## src/tsr_pkg.sv

```systemverilog
// shared constants and types for the touch status and reset register bank
`default_nettype none
package tsr_pkg;
    // register offsets
    localparam logic [7:0] OFS_STATUS = 8'h00;
    localparam logic [7:0] OFS_PRESS = 8'h01;
    localparam logic [7:0] OFS_RESULT_CH0_LOW = 8'h02;
    localparam logic [7:0] OFS_RESULT_CH3_HIGH = 8'h09;
    localparam logic [7:0] OFS_RESET = 8'h0A;
    // status bit positions
    localparam int STAT_OUT_BIT = 7;
    localparam int STAT_READY_BIT = 6;
    localparam int STAT_WRRDY_BIT = 5;
    localparam int STAT_FULLSCALE_BIT = 4;
    localparam int STAT_FSMWD_BIT = 3;
    localparam int STAT_OSCFAIL_BIT = 2;
    localparam int STAT_TIMEOUT_BIT = 1;
    localparam int STAT_REGFLAG_BIT = 0;
    // reset register fields
    localparam int RST_FULL_BIT = 4;
    localparam int RST_HOLD_BIT = 0;
    localparam logic [7:0] RESET_REG_DEFAULT = 8'h00;
    // result format
    localparam int RESULT_W = 12;
    localparam int MAX_CH = 4;
    localparam logic [11:0] FULL_SCALE_POS = 12'h7FF;
    localparam logic [11:0] FULL_SCALE_NEG = 12'h800;
    // timing
    localparam longint unsigned CLK_HZ = 64'd50_000_000;
    localparam longint unsigned BUTTON_TIMEOUT_S = 64'd50;
    localparam longint unsigned BUTTON_TIMEOUT_CYC = BUTTON_TIMEOUT_S * CLK_HZ;
    localparam int READY_DELAY_CYC = 1000;
    // bus target address, value arbitrary
    localparam logic [6:0] TARGET_ADDR = 7'h2A;

    // results and press states from the scan engine
    typedef struct packed {
        logic [MAX_CH-1:0] press;
        logic [MAX_CH-1:0][RESULT_W-1:0] result;
        logic sampleValid;
    } tsr_scan_t;

    // fault pulses from the scan engine
    typedef struct packed {
        logic fsmWatchdog;
        logic oscStartFail;
        logic regChange;
    } tsr_fault_t;
endpackage
`default_nettype wire

```

## src/tsr_regs.sv

```systemverilog
// status, press, result and reset registers behind a two-wire serial target
`timescale 1ns/1ps
`default_nettype none

module tsr_regs #(
    parameter int CHANNELS = tsr_pkg::MAX_CH,
    parameter longint unsigned TIMEOUT_CYCLES = tsr_pkg::BUTTON_TIMEOUT_CYC,
    parameter int READY_CYCLES = tsr_pkg::READY_DELAY_CYC
) (
    // clock and reset
    input wire logic clk,
    input wire logic reset,
    // serial bus pins
    input wire logic sclIn,
    input wire logic sdaIn,
    output logic sdaOut,
    output logic sdaOeN,
    // scan engine side
    input wire tsr_pkg::tsr_scan_t scan,
    input wire tsr_pkg::tsr_fault_t fault,
    output logic convEnable,
    output logic engineReset,
    output logic chipReady
);
    import tsr_pkg::*;

    initial begin
        if (CHANNELS != 2 && CHANNELS != 4) $error("CHANNELS must be 2 or 4");
        if (TIMEOUT_CYCLES < 2 || TIMEOUT_CYCLES > 64'hFFFF_FFFF) $error("bad TIMEOUT_CYCLES");
        if (READY_CYCLES < 1 || READY_CYCLES > 65535) $error("bad READY_CYCLES");
    end

    typedef enum logic [8:0] {
        S_IDLE = 9'b000000001,
        S_ADDR = 9'b000000010,
        S_ACKA = 9'b000000100,
        S_PTR = 9'b000001000,
        S_ACKP = 9'b000010000,
        S_WDATA = 9'b000100000,
        S_ACKW = 9'b001000000,
        S_RDATA = 9'b010000000,
        S_MACK = 9'b100000000
    } tsr_state_t;

    // ---------------- pin synchronisers ----------------
    logic sclMeta_q, sclSync_q, sclOld_q;
    logic sdaMeta_q, sdaSync_q, sdaOld_q;
    always_ff @(posedge clk) begin
        sclMeta_q <= sclIn;
        sclSync_q <= sclMeta_q;
        sclOld_q <= sclSync_q;
        sdaMeta_q <= sdaIn;
        sdaSync_q <= sdaMeta_q;
        sdaOld_q <= sdaSync_q;
    end
    logic sclRise, sclFall, startCond, stopCond;
    assign sclRise = sclSync_q & ~sclOld_q;
    assign sclFall = ~sclSync_q & sclOld_q;
    assign startCond = sclSync_q & sclOld_q & sdaOld_q & ~sdaSync_q;
    assign stopCond = sclSync_q & sclOld_q & ~sdaOld_q & sdaSync_q;

    // ---------------- serial target ----------------
    tsr_state_t state_q, state_d;
    logic [3:0] bitCnt_q, bitCnt_d;
    logic [7:0] shift_q, shift_d, tx_q, tx_d, ptr_q, ptr_d;
    logic rnw_q, rnw_d, drvLow_q, drvLow_d, mAck_q, mAck_d;
    logic rdStrobe, wrStrobe;
    logic [7:0] rdData;

    always_comb begin
        state_d = state_q;
        bitCnt_d = bitCnt_q;
        shift_d = shift_q;
        tx_d = tx_q;
        ptr_d = ptr_q;
        rnw_d = rnw_q;
        drvLow_d = drvLow_q;
        mAck_d = mAck_q;
        rdStrobe = 1'b0;
        wrStrobe = 1'b0;
        if (startCond) begin
            state_d = S_ADDR;
            bitCnt_d = 4'h0;
            drvLow_d = 1'b0;
        end else if (stopCond) begin
            state_d = S_IDLE;
            drvLow_d = 1'b0;
        end else if (sclRise) begin
            if (state_q == S_MACK) begin
                mAck_d = ~sdaSync_q;
            end else if (state_q == S_ADDR || state_q == S_PTR || state_q == S_WDATA
                         || state_q == S_RDATA) begin
                shift_d = {shift_q[6:0], sdaSync_q};
                bitCnt_d = bitCnt_q + 4'h1;
            end
        end else if (sclFall) begin
            case (state_q)
                S_ADDR: begin
                    if (bitCnt_q == 4'h8) begin
                        if (shift_q[7:1] == TARGET_ADDR) begin
                            rnw_d = shift_q[0];
                            drvLow_d = 1'b1;
                            state_d = S_ACKA;
                        end else begin
                            state_d = S_IDLE;
                        end
                    end
                end
                S_ACKA, S_MACK: begin
                    bitCnt_d = 4'h0;
                    if (state_q == S_MACK && !mAck_q) begin
                        drvLow_d = 1'b0;
                        state_d = S_IDLE;
                    end else if (rnw_q) begin
                        rdStrobe = 1'b1;
                        ptr_d = ptr_q + 8'h01;
                        drvLow_d = ~rdData[7];
                        tx_d = {rdData[6:0], 1'b0};
                        state_d = S_RDATA;
                    end else begin
                        drvLow_d = 1'b0;
                        state_d = S_PTR;
                    end
                end
                S_PTR, S_WDATA: begin
                    if (bitCnt_q == 4'h8) begin
                        drvLow_d = 1'b1;
                        if (state_q == S_PTR) begin
                            ptr_d = shift_q;
                            state_d = S_ACKP;
                        end else begin
                            wrStrobe = 1'b1;
                            ptr_d = ptr_q + 8'h01;
                            state_d = S_ACKW;
                        end
                    end
                end
                S_ACKP, S_ACKW: begin
                    drvLow_d = 1'b0;
                    bitCnt_d = 4'h0;
                    state_d = S_WDATA;
                end
                S_RDATA: begin
                    if (bitCnt_q == 4'h8) begin
                        drvLow_d = 1'b0;
                        state_d = S_MACK;
                    end else begin
                        drvLow_d = ~tx_q[7];
                        tx_d = {tx_q[6:0], 1'b0};
                    end
                end
                default: begin
                    drvLow_d = 1'b0;
                    state_d = S_IDLE;
                end
            endcase
        end
    end

    always_ff @(posedge clk) begin
        if (reset) begin
            state_q <= S_IDLE;
            bitCnt_q <= 4'h0;
            shift_q <= 8'h00;
            tx_q <= 8'h00;
            ptr_q <= 8'h00;
            rnw_q <= 1'b0;
            drvLow_q <= 1'b0;
            mAck_q <= 1'b0;
        end else begin
            state_q <= state_d;
            bitCnt_q <= bitCnt_d;
            shift_q <= shift_d;
            tx_q <= tx_d;
            ptr_q <= ptr_d;
            rnw_q <= rnw_d;
            drvLow_q <= drvLow_d;
            mAck_q <= mAck_d;
        end
    end

    // open drain: only ever pulls low
    assign sdaOut = 1'b0;
    assign sdaOeN = ~drvLow_q;

    // ---------------- register bank ----------------
    localparam logic [MAX_CH-1:0] CH_MASK = (CHANNELS == 4) ? 4'hF : 4'h3;
    localparam logic [15:0] READY_LOAD = 16'(READY_CYCLES);
    localparam logic [31:0] TMO_LAST = 32'(TIMEOUT_CYCLES - 1);

    logic outStat_q, outStat_d, fullScale_q, fullScale_d, fsmWd_q, fsmWd_d;
    logic oscFail_q, oscFail_d, timeout_q, timeout_d, regFlag_q, regFlag_d;
    logic ready_q, ready_d, hold_q, hold_d, halt_q, halt_d, softRst_q, softRst_d;
    logic [15:0] readyCnt_q, readyCnt_d;
    logic [MAX_CH-1:0] livePress_q, livePress_d, snapPress_q, snapPress_d;
    logic [MAX_CH-1:0][RESULT_W-1:0] liveData_q, liveData_d, snapData_q, snapData_d;
    logic [MAX_CH-1:0][31:0] tmoCnt_q, tmoCnt_d;
    logic [7:0] statusView;
    logic statusRead, sampleTake, fsHit, tmoHit, writeReady;

    assign writeReady = ready_q;
    assign statusView = {outStat_q, ready_q, writeReady, fullScale_q,
                         fsmWd_q, oscFail_q, timeout_q, regFlag_q};
    assign statusRead = rdStrobe && ptr_q == OFS_STATUS;
    assign convEnable = ready_q & ~hold_q & ~halt_q;
    assign sampleTake = scan.sampleValid & convEnable;
    assign engineReset = softRst_q;
    assign chipReady = ready_q;

    always_comb begin
        rdData = 8'h00;
        if (ptr_q == OFS_STATUS) begin
            rdData = statusView;
        end else if (ptr_q == OFS_PRESS) begin
            rdData = {4'h0, snapPress_q & CH_MASK};
        end else if (ptr_q == OFS_RESET) begin
            rdData = {7'h00, hold_q};
        end else if (ptr_q >= OFS_RESULT_CH0_LOW && ptr_q <= OFS_RESULT_CH3_HIGH) begin
            for (int i = 0; i < CHANNELS; i++) begin
                if (ptr_q == OFS_RESULT_CH0_LOW + 8'(2 * i)) begin
                    rdData = snapData_q[i][7:0];
                end
                if (ptr_q == OFS_RESULT_CH0_LOW + 8'(2 * i + 1)) begin
                    rdData = {4'h0, snapData_q[i][11:8]};
                end
            end
        end
    end

    always_comb begin
        fsHit = 1'b0;
        tmoHit = 1'b0;
        tmoCnt_d = tmoCnt_q;
        livePress_d = livePress_q;
        liveData_d = liveData_q;
        if (sampleTake) begin
            livePress_d = scan.press & CH_MASK;
            liveData_d = scan.result;
            for (int i = 0; i < CHANNELS; i++) begin
                if (scan.result[i] == FULL_SCALE_POS || scan.result[i] == FULL_SCALE_NEG) begin
                    fsHit = 1'b1;
                end
            end
        end
        for (int i = 0; i < MAX_CH; i++) begin
            if (!livePress_q[i]) begin
                tmoCnt_d[i] = 32'h0;
            end else if (tmoCnt_q[i] != TMO_LAST + 32'h1) begin
                tmoCnt_d[i] = tmoCnt_q[i] + 32'h1;
                if (tmoCnt_q[i] == TMO_LAST) begin
                    tmoHit = 1'b1;
                end
            end
        end
    end

    always_comb begin
        outStat_d = (outStat_q & ~statusRead) | (|livePress_q);
        fullScale_d = (fullScale_q & ~statusRead) | fsHit;
        fsmWd_d = (fsmWd_q & ~statusRead) | fault.fsmWatchdog;
        oscFail_d = (oscFail_q & ~statusRead) | fault.oscStartFail;
        timeout_d = (timeout_q & ~statusRead) | tmoHit;
        regFlag_d = (regFlag_q & ~statusRead) | fault.regChange;
        halt_d = halt_q | fault.fsmWatchdog;
        hold_d = hold_q;
        softRst_d = 1'b0;
        ready_d = ready_q;
        readyCnt_d = readyCnt_q;
        snapPress_d = statusRead ? livePress_q : snapPress_q;
        snapData_d = statusRead ? liveData_q : snapData_q;
        if (!ready_q) begin
            if (readyCnt_q <= 16'h1) begin
                ready_d = 1'b1;
            end
            readyCnt_d = readyCnt_q - 16'h1;
        end
        if (wrStrobe && writeReady && ptr_q == OFS_RESET) begin
            hold_d = shift_q[RST_HOLD_BIT];
            if (shift_q[RST_FULL_BIT]) begin
                softRst_d = 1'b1;
                ready_d = 1'b0;
                readyCnt_d = READY_LOAD;
                hold_d = RESET_REG_DEFAULT[RST_HOLD_BIT];
            end
        end
    end

    always_ff @(posedge clk) begin
        if (reset || softRst_q) begin
            outStat_q <= 1'b0;
            fullScale_q <= 1'b0;
            fsmWd_q <= 1'b0;
            oscFail_q <= 1'b0;
            timeout_q <= 1'b0;
            regFlag_q <= 1'b0;
            halt_q <= 1'b0;
            hold_q <= 1'b0;
            livePress_q <= '0;
            snapPress_q <= '0;
            liveData_q <= '0;
            snapData_q <= '0;
            tmoCnt_q <= '0;
        end else begin
            outStat_q <= outStat_d;
            fullScale_q <= fullScale_d;
            fsmWd_q <= fsmWd_d;
            oscFail_q <= oscFail_d;
            timeout_q <= timeout_d;
            regFlag_q <= regFlag_d;
            halt_q <= halt_d;
            hold_q <= hold_d;
            livePress_q <= livePress_d;
            snapPress_q <= snapPress_d;
            liveData_q <= liveData_d;
            snapData_q <= snapData_d;
            tmoCnt_q <= tmoCnt_d;
        end
    end

    // ready and its counter survive the soft reset so the count can run
    always_ff @(posedge clk) begin
        if (reset) begin
            ready_q <= 1'b1;
            readyCnt_q <= 16'h0;
            softRst_q <= 1'b0;
        end else begin
            ready_q <= ready_d;
            readyCnt_q <= readyCnt_d;
            softRst_q <= softRst_d;
        end
    end
endmodule
`default_nettype wire

```

## config.mk

```make
export PLATFORM = sky130hd
export DESIGN_NAME = tsr_regs
export DESIGN_NICKNAME = d
export VERILOG_FILES = /design/src/tsr_pkg.sv /design/src/tsr_regs.sv
export SDC_FILE = /design/constraint.sdc
export NUM_CORES = 1
export LEC_CHECK = 0
export ABC_AREA = 0
export BUFFER_PORTS_ARGS = -buffer_cell sky130_fd_sc_hd__buf_2
export CAP_MARGIN = 40
export CORE_MARGIN = 10
export CORE_UTILIZATION = 55
export DETAILED_ROUTE_END_ITERATION = 8
export PLACE_DENSITY = 0.79
export SYNTH_ARGS = -nofsm -noshare
export SYNTH_HDL_FRONTEND = slang
export SYNTH_SLANG_ARGS = --single-unit
```

## constraint.sdc

```tcl
create_clock -name clk -period 5.6 [get_ports clk]
set_input_delay 0.28 -clock clk [delete_from_list [all_inputs] [get_ports clk]]
set_output_delay 0.28 -clock clk [all_outputs]
set_load 0.01 [all_outputs]
```

==> run summary, run 1 <==
• outcome: finished, final reports clean
• root buf cell: sky130_fd_sc_hd__clkbuf_16
• worst vdd rail ir drop: 0.0002616 V
• most used standard cell by instance count after synthesis: sky130_fd_sc_hd__nand2_1
• ranking of synthesized cells by area: sky130_fd_sc_hd__dfxtp_1, sky130_fd_sc_hd__nand2_1, sky130_fd_sc_hd__a21oi_1, sky130_fd_sc_hd__nor2_1, sky130_fd_sc_hd__xor2_1
• routability congestion estimate: 0.9501
• ports placed on the boundary: 65
• data required time of the worst path: 6.02 ns
• combined area of the multi-input logic cells: 0.007656 mm2
• clock latency reported for the late side of the worst-skew pair: 0.57 ns
• die outline width: 181.0 um
• drt first-iter violations: 1,287
• final cycle utilization of the critical path: 56.17%
• cell type with the highest aggregate area in the netlist: sky130_fd_sc_hd__dfxtp_1
• total DRC errors in the routed layout: 0
• endpoint kind of the worst setup timing path: flop
• CP Launch Type: flop
• mean number of vias per cell: 5.900
• total via count in the routed design: 12,880
• Area growth syn-to-layout: 14.76%
• pre-CTS setup slack: 2.478 ns
• Max transition margin: 38.91%
• Die Y: 181.0 um
• EDFF count, synth: 0
• maximum capacitance violations: 0
• Post-layout nets: 1,905
• post-synthesis cell type count: 77
• Tightest Pin Transition: 0.9036 ns
• via count of the first global-routing pass: 12,070
• Sum Neg Setup Slack: 0 ns
• CTS tree: yes
• dpl hpwl: 23.52 mm
• maximum number of buffers from clock root to sink: 3
• worst hold margin: 0.05628 ns
• fraction of the yosys area taken by sequential cells: 42.54%
• Synth Flop Type: sky130_fd_sc_hd__dfxtp_1
• H-tree depth: 1
• pin count of the biggest net entering global routing: 58
• fraction of registers with async set/reset: 0%
• core region area: 0.02533 mm2
• iteration count of the initial detailed-routing pass: 7
• Initial Util: 56.30%
• count of final max-slew check failures: 0
• data arrival time of the worst path: 3.56 ns
• Post-Syn Instances: 1,749
• share of layout cells above drive strength 1: 9.130%
• # setup viols final: 0
• global-route wire length before repair: 58.02 mm
• total track usage: 19.97%
• number of buffers inserted during clock tree synthesis: 31
• setup slack, reg-to-reg: 2.45 ns
• Synth Register Bits: 303
• number of placement rows: 58
• RSZ-0062 raised after global routing: no
• remaining number of nets flagged by the antenna check after routing: 0
• Tmin final: 3.145 ns
• number of hold violations in the final report: 0
• antenna violations before repair: 1
• fraction of synthesized cell area taken by the top area cell type: 42.54%
• total power per unit cell area: 270.8 mW/mm2
• maximum frequency from static timing analysis: 317.9 MHz
• sinks on the clock net: 303
• LEAKAGE: 5.423 nW
• total grt overflow: 0
• final worst-path setup slack: 2.455 ns
• register area: 0.006066 mm2
• number of I/O port buffers: 63
• Crit Path Category: flop to flop
• full die area: 0.03276 mm2
• total wire length: 34.76 mm
• class of the worst hold path: input pin to flop
• mean instance size in the synthesized netlist: 8.152 um2
• number of nets produced by synthesis: 1,826
• worst clock skew: 0.01556 ns
• clock-pin slew on the worst setup and hold paths: 0.07 ns
• average routed wire per standard cell: 15.92 um
• number of synthesis warnings: 0
• filler cell count in the final layout: 2,083
• post-CTS setup buffer count: 0
• post-synthesis instance area: 0.01426 mm2
• worst-path maximum fanout: 43
• top cell types by occurrence after synthesis: sky130_fd_sc_hd__nand2_1, sky130_fd_sc_hd__dfxtp_1, sky130_fd_sc_hd__nor2_1
==> critical path, cell delays in order, from the launching register on <==
cell                      delay [ns]
sky130_fd_sc_hd__dfxtp_1        0.36
sky130_fd_sc_hd__inv_1          0.14
sky130_fd_sc_hd__ha_1           0.48
sky130_fd_sc_hd__or3b_2         0.58
sky130_fd_sc_hd__nor2_8         0.15
sky130_fd_sc_hd__nand4_1        0.53
sky130_fd_sc_hd__buf_4          0.50
sky130_fd_sc_hd__a21oi_1        0.19
sky130_fd_sc_hd__nor2_1         0.06
==> cell type report <==
type,count,share of cell area (%)
multi-input combinational,1322,46.79
tap,330,2.523
inverter,39,0.8946
clock buffer,44,5.528
clock inverter,12,0.6805
sequential,303,37.07
timing repair buffer,131,6.484
antenna,2,0.03059
==> report_power, final <==
part | leakage [nW] | switching [mW] | internal [mW]
logic | 2.47 | 0.110 | 0.0786
clock network | 0.498 | 0.864 | 1.17
registers | 2.45 | 0.0224 | 2.18
==> per-stage QoR <==
step | total power [mW] | std cells | instance area (um2) | util, %
floorplan | 2.339 | 1749 | 14260 | -
global placement | 2.397 | 2063 | 14640 | 57.81
global route | 4.574 | 2182 | 16360 | 64.60
detailed placement | 2.409 | 2070 | 14790 | 58.40
finish | 4.432 | 2183 | 16360 | 64.61
CTS | 4.458 | 2181 | 16360 | 64.59
==> cell families (layout without fill, tap and decap cells) <==
kind of cell	count (synthesis)	in the layout	synth area share [%]
multiplexers	21	21	1.483
buffers and inverters	124	226	3.800
flip-flops	303	303	42.54
other	1	3	0.02630
adder cells (fa/ha/maj)	17	17	1.492
AO/OA/AOI/OAI	293	293	12.46
XOR/XNOR	117	117	7.187
AND/OR/NAND/NOR	873	873	31.01
==> per-layer routing <==
layer  track usage [%]  share of wire, %
met1             27.41                46
met2             32.08                46
met3             3.297               5.9
met4             4.686               1.8
met5                 0                 0
==> layout by cell type, fill, tap and decap left out, types with 17 or more instances in the layout <==
cell type,instances
sky130_fd_sc_hd__and4_1,18
sky130_fd_sc_hd__nor3_1,33
sky130_fd_sc_hd__or3_1,18
sky130_fd_sc_hd__xor2_1,59
sky130_fd_sc_hd__ha_1,17
sky130_fd_sc_hd__nand2_1,304
sky130_fd_sc_hd__nand3_1,69
sky130_fd_sc_hd__nand4_1,52
sky130_fd_sc_hd__and3_1,29
sky130_fd_sc_hd__a21oi_1,153
sky130_fd_sc_hd__o21ai_0,39
sky130_fd_sc_hd__nor2_1,180
sky130_fd_sc_hd__nor4_1,44
sky130_fd_sc_hd__inv_1,38
sky130_fd_sc_hd__clkbuf_16,31
sky130_fd_sc_hd__buf_2,63
sky130_fd_sc_hd__mux2i_1,20
sky130_fd_sc_hd__dlygate4sd3_1,55
sky130_fd_sc_hd__dfxtp_1,303
sky130_fd_sc_hd__xnor2_1,58
==> flip-flops by register name, indices dropped and copies added (netlist names), 4 cells and up <==
signal	flops
state_q	9
liveData_q	48
snapPress_q	4
readyCnt_q	16
livePress_q	4
ptr_q	8
tmoCnt_q	128
bitCnt_q	4
tx_q	7
shift_q	8
snapData_q	48
==> timing repair <==
action | 4_1_cts | 5_1_grt
hold buffers | 55 | 0
setup endpoints to repair | 0 | 0
endpoints found under the hold margin | 56 | 0
gates resized for setup | 0 | 0
==> final timing paths <==
| kind | from | to | cells after the start |
|---|---|---|---|
| max | ptr_q[1] | oscFail_q | 8 |
| min | scan[9] | liveData_q[8] | 3 |
| max reg2reg | ptr_q[1] | oscFail_q | 8 |
| min reg2reg | sdaMeta_q | sdaSync_q | 0 |
(Power assumes the default switching activity.)
==> run 2, diff against run 1 <==
==> constraint.sdc (replaced) <==
create_clock -name clk -period 3.2 [get_ports clk]
set_input_delay 0.16 -clock clk [delete_from_list [all_inputs] [get_ports clk]]
set_output_delay 0.16 -clock clk [all_outputs]
set_load 0.01 [all_outputs]
==> run summary, run 2 (synthesis gave the netlist of run 1 again) <==
• remaining number of nets flagged by the antenna check after routing: 0
• number of hold violations in the final report: 0
• Initial Util: 56.30%
• number of I/O port buffers: 63
• count of final max-slew check failures: 0
• Max transition margin: 40.43%
• Post-layout nets: 1,922
• worst clock skew: 0.02774 ns
• post-CTS setup buffer count: 0
• total via count in the routed design: 12,880
• delay of the slowest cell on the worst path: 0.56 ns
• average routed wire per standard cell: 15.92 um
• data arrival time of the worst path: 2.92 ns
• via count of the first global-routing pass: 12,040
• pin count of the biggest net entering global routing: 73
• mean number of vias per cell: 5.859
• endpoint kind of the worst setup timing path: flop
• Hold Startpoint: scan[0]
• largest register by flop count: tmoCnt_q
• worst-path maximum fanout: 30
• maximum number of buffers from clock root to sink: 3
• startpoint of the worst-slack reg-to-reg timing path: ptr_q[1]
• Die Y: 181.0 um
• antenna violations before repair: 0
• Tightest Pin Transition: 0.8854 ns
• register area: 0.006066 mm2
• data required time of the worst path: 3.63 ns
• source of the critical timing path: ptr_q[1]
• max FFs per register: 128
• global-route wire length before repair: 58.59 mm
• H-tree depth: 2
• final worst-path setup slack: 0.7120 ns
• core region area: 0.02533 mm2
• CTS tree: yes
• Sum Neg Setup Slack: 0 ns
• share of layout cells above drive strength 1: 9.534%
• clock-pin slew on the worst setup and hold paths: 0.06 ns
• Top cell by count, worst path: sky130_fd_sc_hd__buf_4
• registers with the highest flip-flop counts: tmoCnt_q x128, liveData_q x48, snapData_q x48
• combined area of the multi-input logic cells: 0.007656 mm2
• drt first-iter violations: 1,272
• pre-CTS setup slack: 0.7567 ns
• sinks on the clock net: 303
• number of buffers inserted during clock tree synthesis: 34
• total power per unit cell area: 490.1 mW/mm2
• commonest cells after routing, fill and taps aside: sky130_fd_sc_hd__nand2_1, sky130_fd_sc_hd__dfxtp_1, sky130_fd_sc_hd__nor2_1
• total wire length: 35.00 mm
• iteration count of the initial detailed-routing pass: 6
• total of cells resized after clock tree synthesis: 0
• Crit Path Category: flop to flop
• RSZ-0062 raised after global routing: no
• # setup viols final: 0
• root buf cell: sky130_fd_sc_hd__clkbuf_16
• worst vdd rail ir drop: 0.0005453 V
• Area growth syn-to-layout: 15.51%
• ports placed on the boundary: 65
• outcome: finished, final reports clean
• class of the worst hold path: input pin to flop
• number of placement rows: 58
• worst reg2reg path depth: 9
• clock latency reported for the late side of the worst-skew pair: 0.51 ns
• Tmin final: 2.488 ns
• CP Cell Sequence: inv_1 > ha_1 > buf_4 > or3b_2 > nor2_8 > and4_2 > buf_4 > nand2_1 > a21oi_1
• maximum capacitance violations: 0
• critical-path cell with the highest stage delay: sky130_fd_sc_hd__or3b_2
• post-layout total power: 8.071 mW
• die outline width: 181.0 um
• post-cts hold buffer count: 58
• maximum frequency from static timing analysis: 401.9 MHz
• WHS Path Cells: 4
• final cycle utilization of the critical path: 77.75%
• commonest non-fill, non-tap cell in the layout: sky130_fd_sc_hd__nand2_1
• total track usage: 20.41%
• LEAKAGE: 5.502 nW
• routability congestion estimate: 0.9430
• total DRC errors in the routed layout: 0
• dpl hpwl: 23.36 mm
• full die area: 0.03276 mm2
• total grt overflow: 0
• CP Launch Type: flop
• filler cell count in the final layout: 2,078
## run 2: path summary, 6_finish.rpt
kind	end	slack, ns
worst max-delay path	snapData_q[0]	0.71
worst min-delay path	liveData_q[7]	0.08
worst max register to register	snapData_q[0]	0.71
worst min register to register	sclSync_q	0.33
## run 2: area by class of cell
cell class	instances	area share [%]
clock buffers	48	5.918
flip-flops and latches	303	36.83
well taps	330	2.507
diodes	1	0.01519
repair buffers	145	6.571
clock inverters	10	0.7825
multi-input cells	1322	46.49
inverters	39	0.8889
## run 2: power breakdown
group	leakage, nW	switching, mW	total, mW	internal, mW
logic	2.50	0.191	0.327	0.136
clock network	0.547	1.52	3.88	2.36
registers	2.45	0.0380	3.86	3.82
## run 2: layer usage
layer | up-vias | share of wire, % | track usage [%]
met2 | 369 | 45 | 32.64
met3 | 62 | 6.0 | 3.556
met5 | - | 0 | 0
li1 | 6358 | - | -
met1 | 6088 | 47 | 27.66
met4 | 0 | 2.0 | 5.727
## run 2: critical path: cells and delay by family (launching register included)
kind,cells,cell delay (ns)
flip-flops,1,0.37
AND/OR/NAND/NOR,4,1.06
AO/OA/AOI/OAI,1,0.17
adder cells (fa/ha/maj),1,0.17
buffers and inverters,3,0.65
## run 2: per-stage QoR
step	std cells	utilization (%)	hold WS (ns)	cell area, um2
2_1_floorplan	1749	-	0.1877	14260
3_3_place_gp	2079	58.33	0.2672	14770
6_report	2198	65.03	0.07859	16470
5_1_grt	2197	65.02	0.1118	16470
3_5_place_dp	2081	58.37	0.2673	14780
4_1_cts	2197	65.02	0.04263	16470
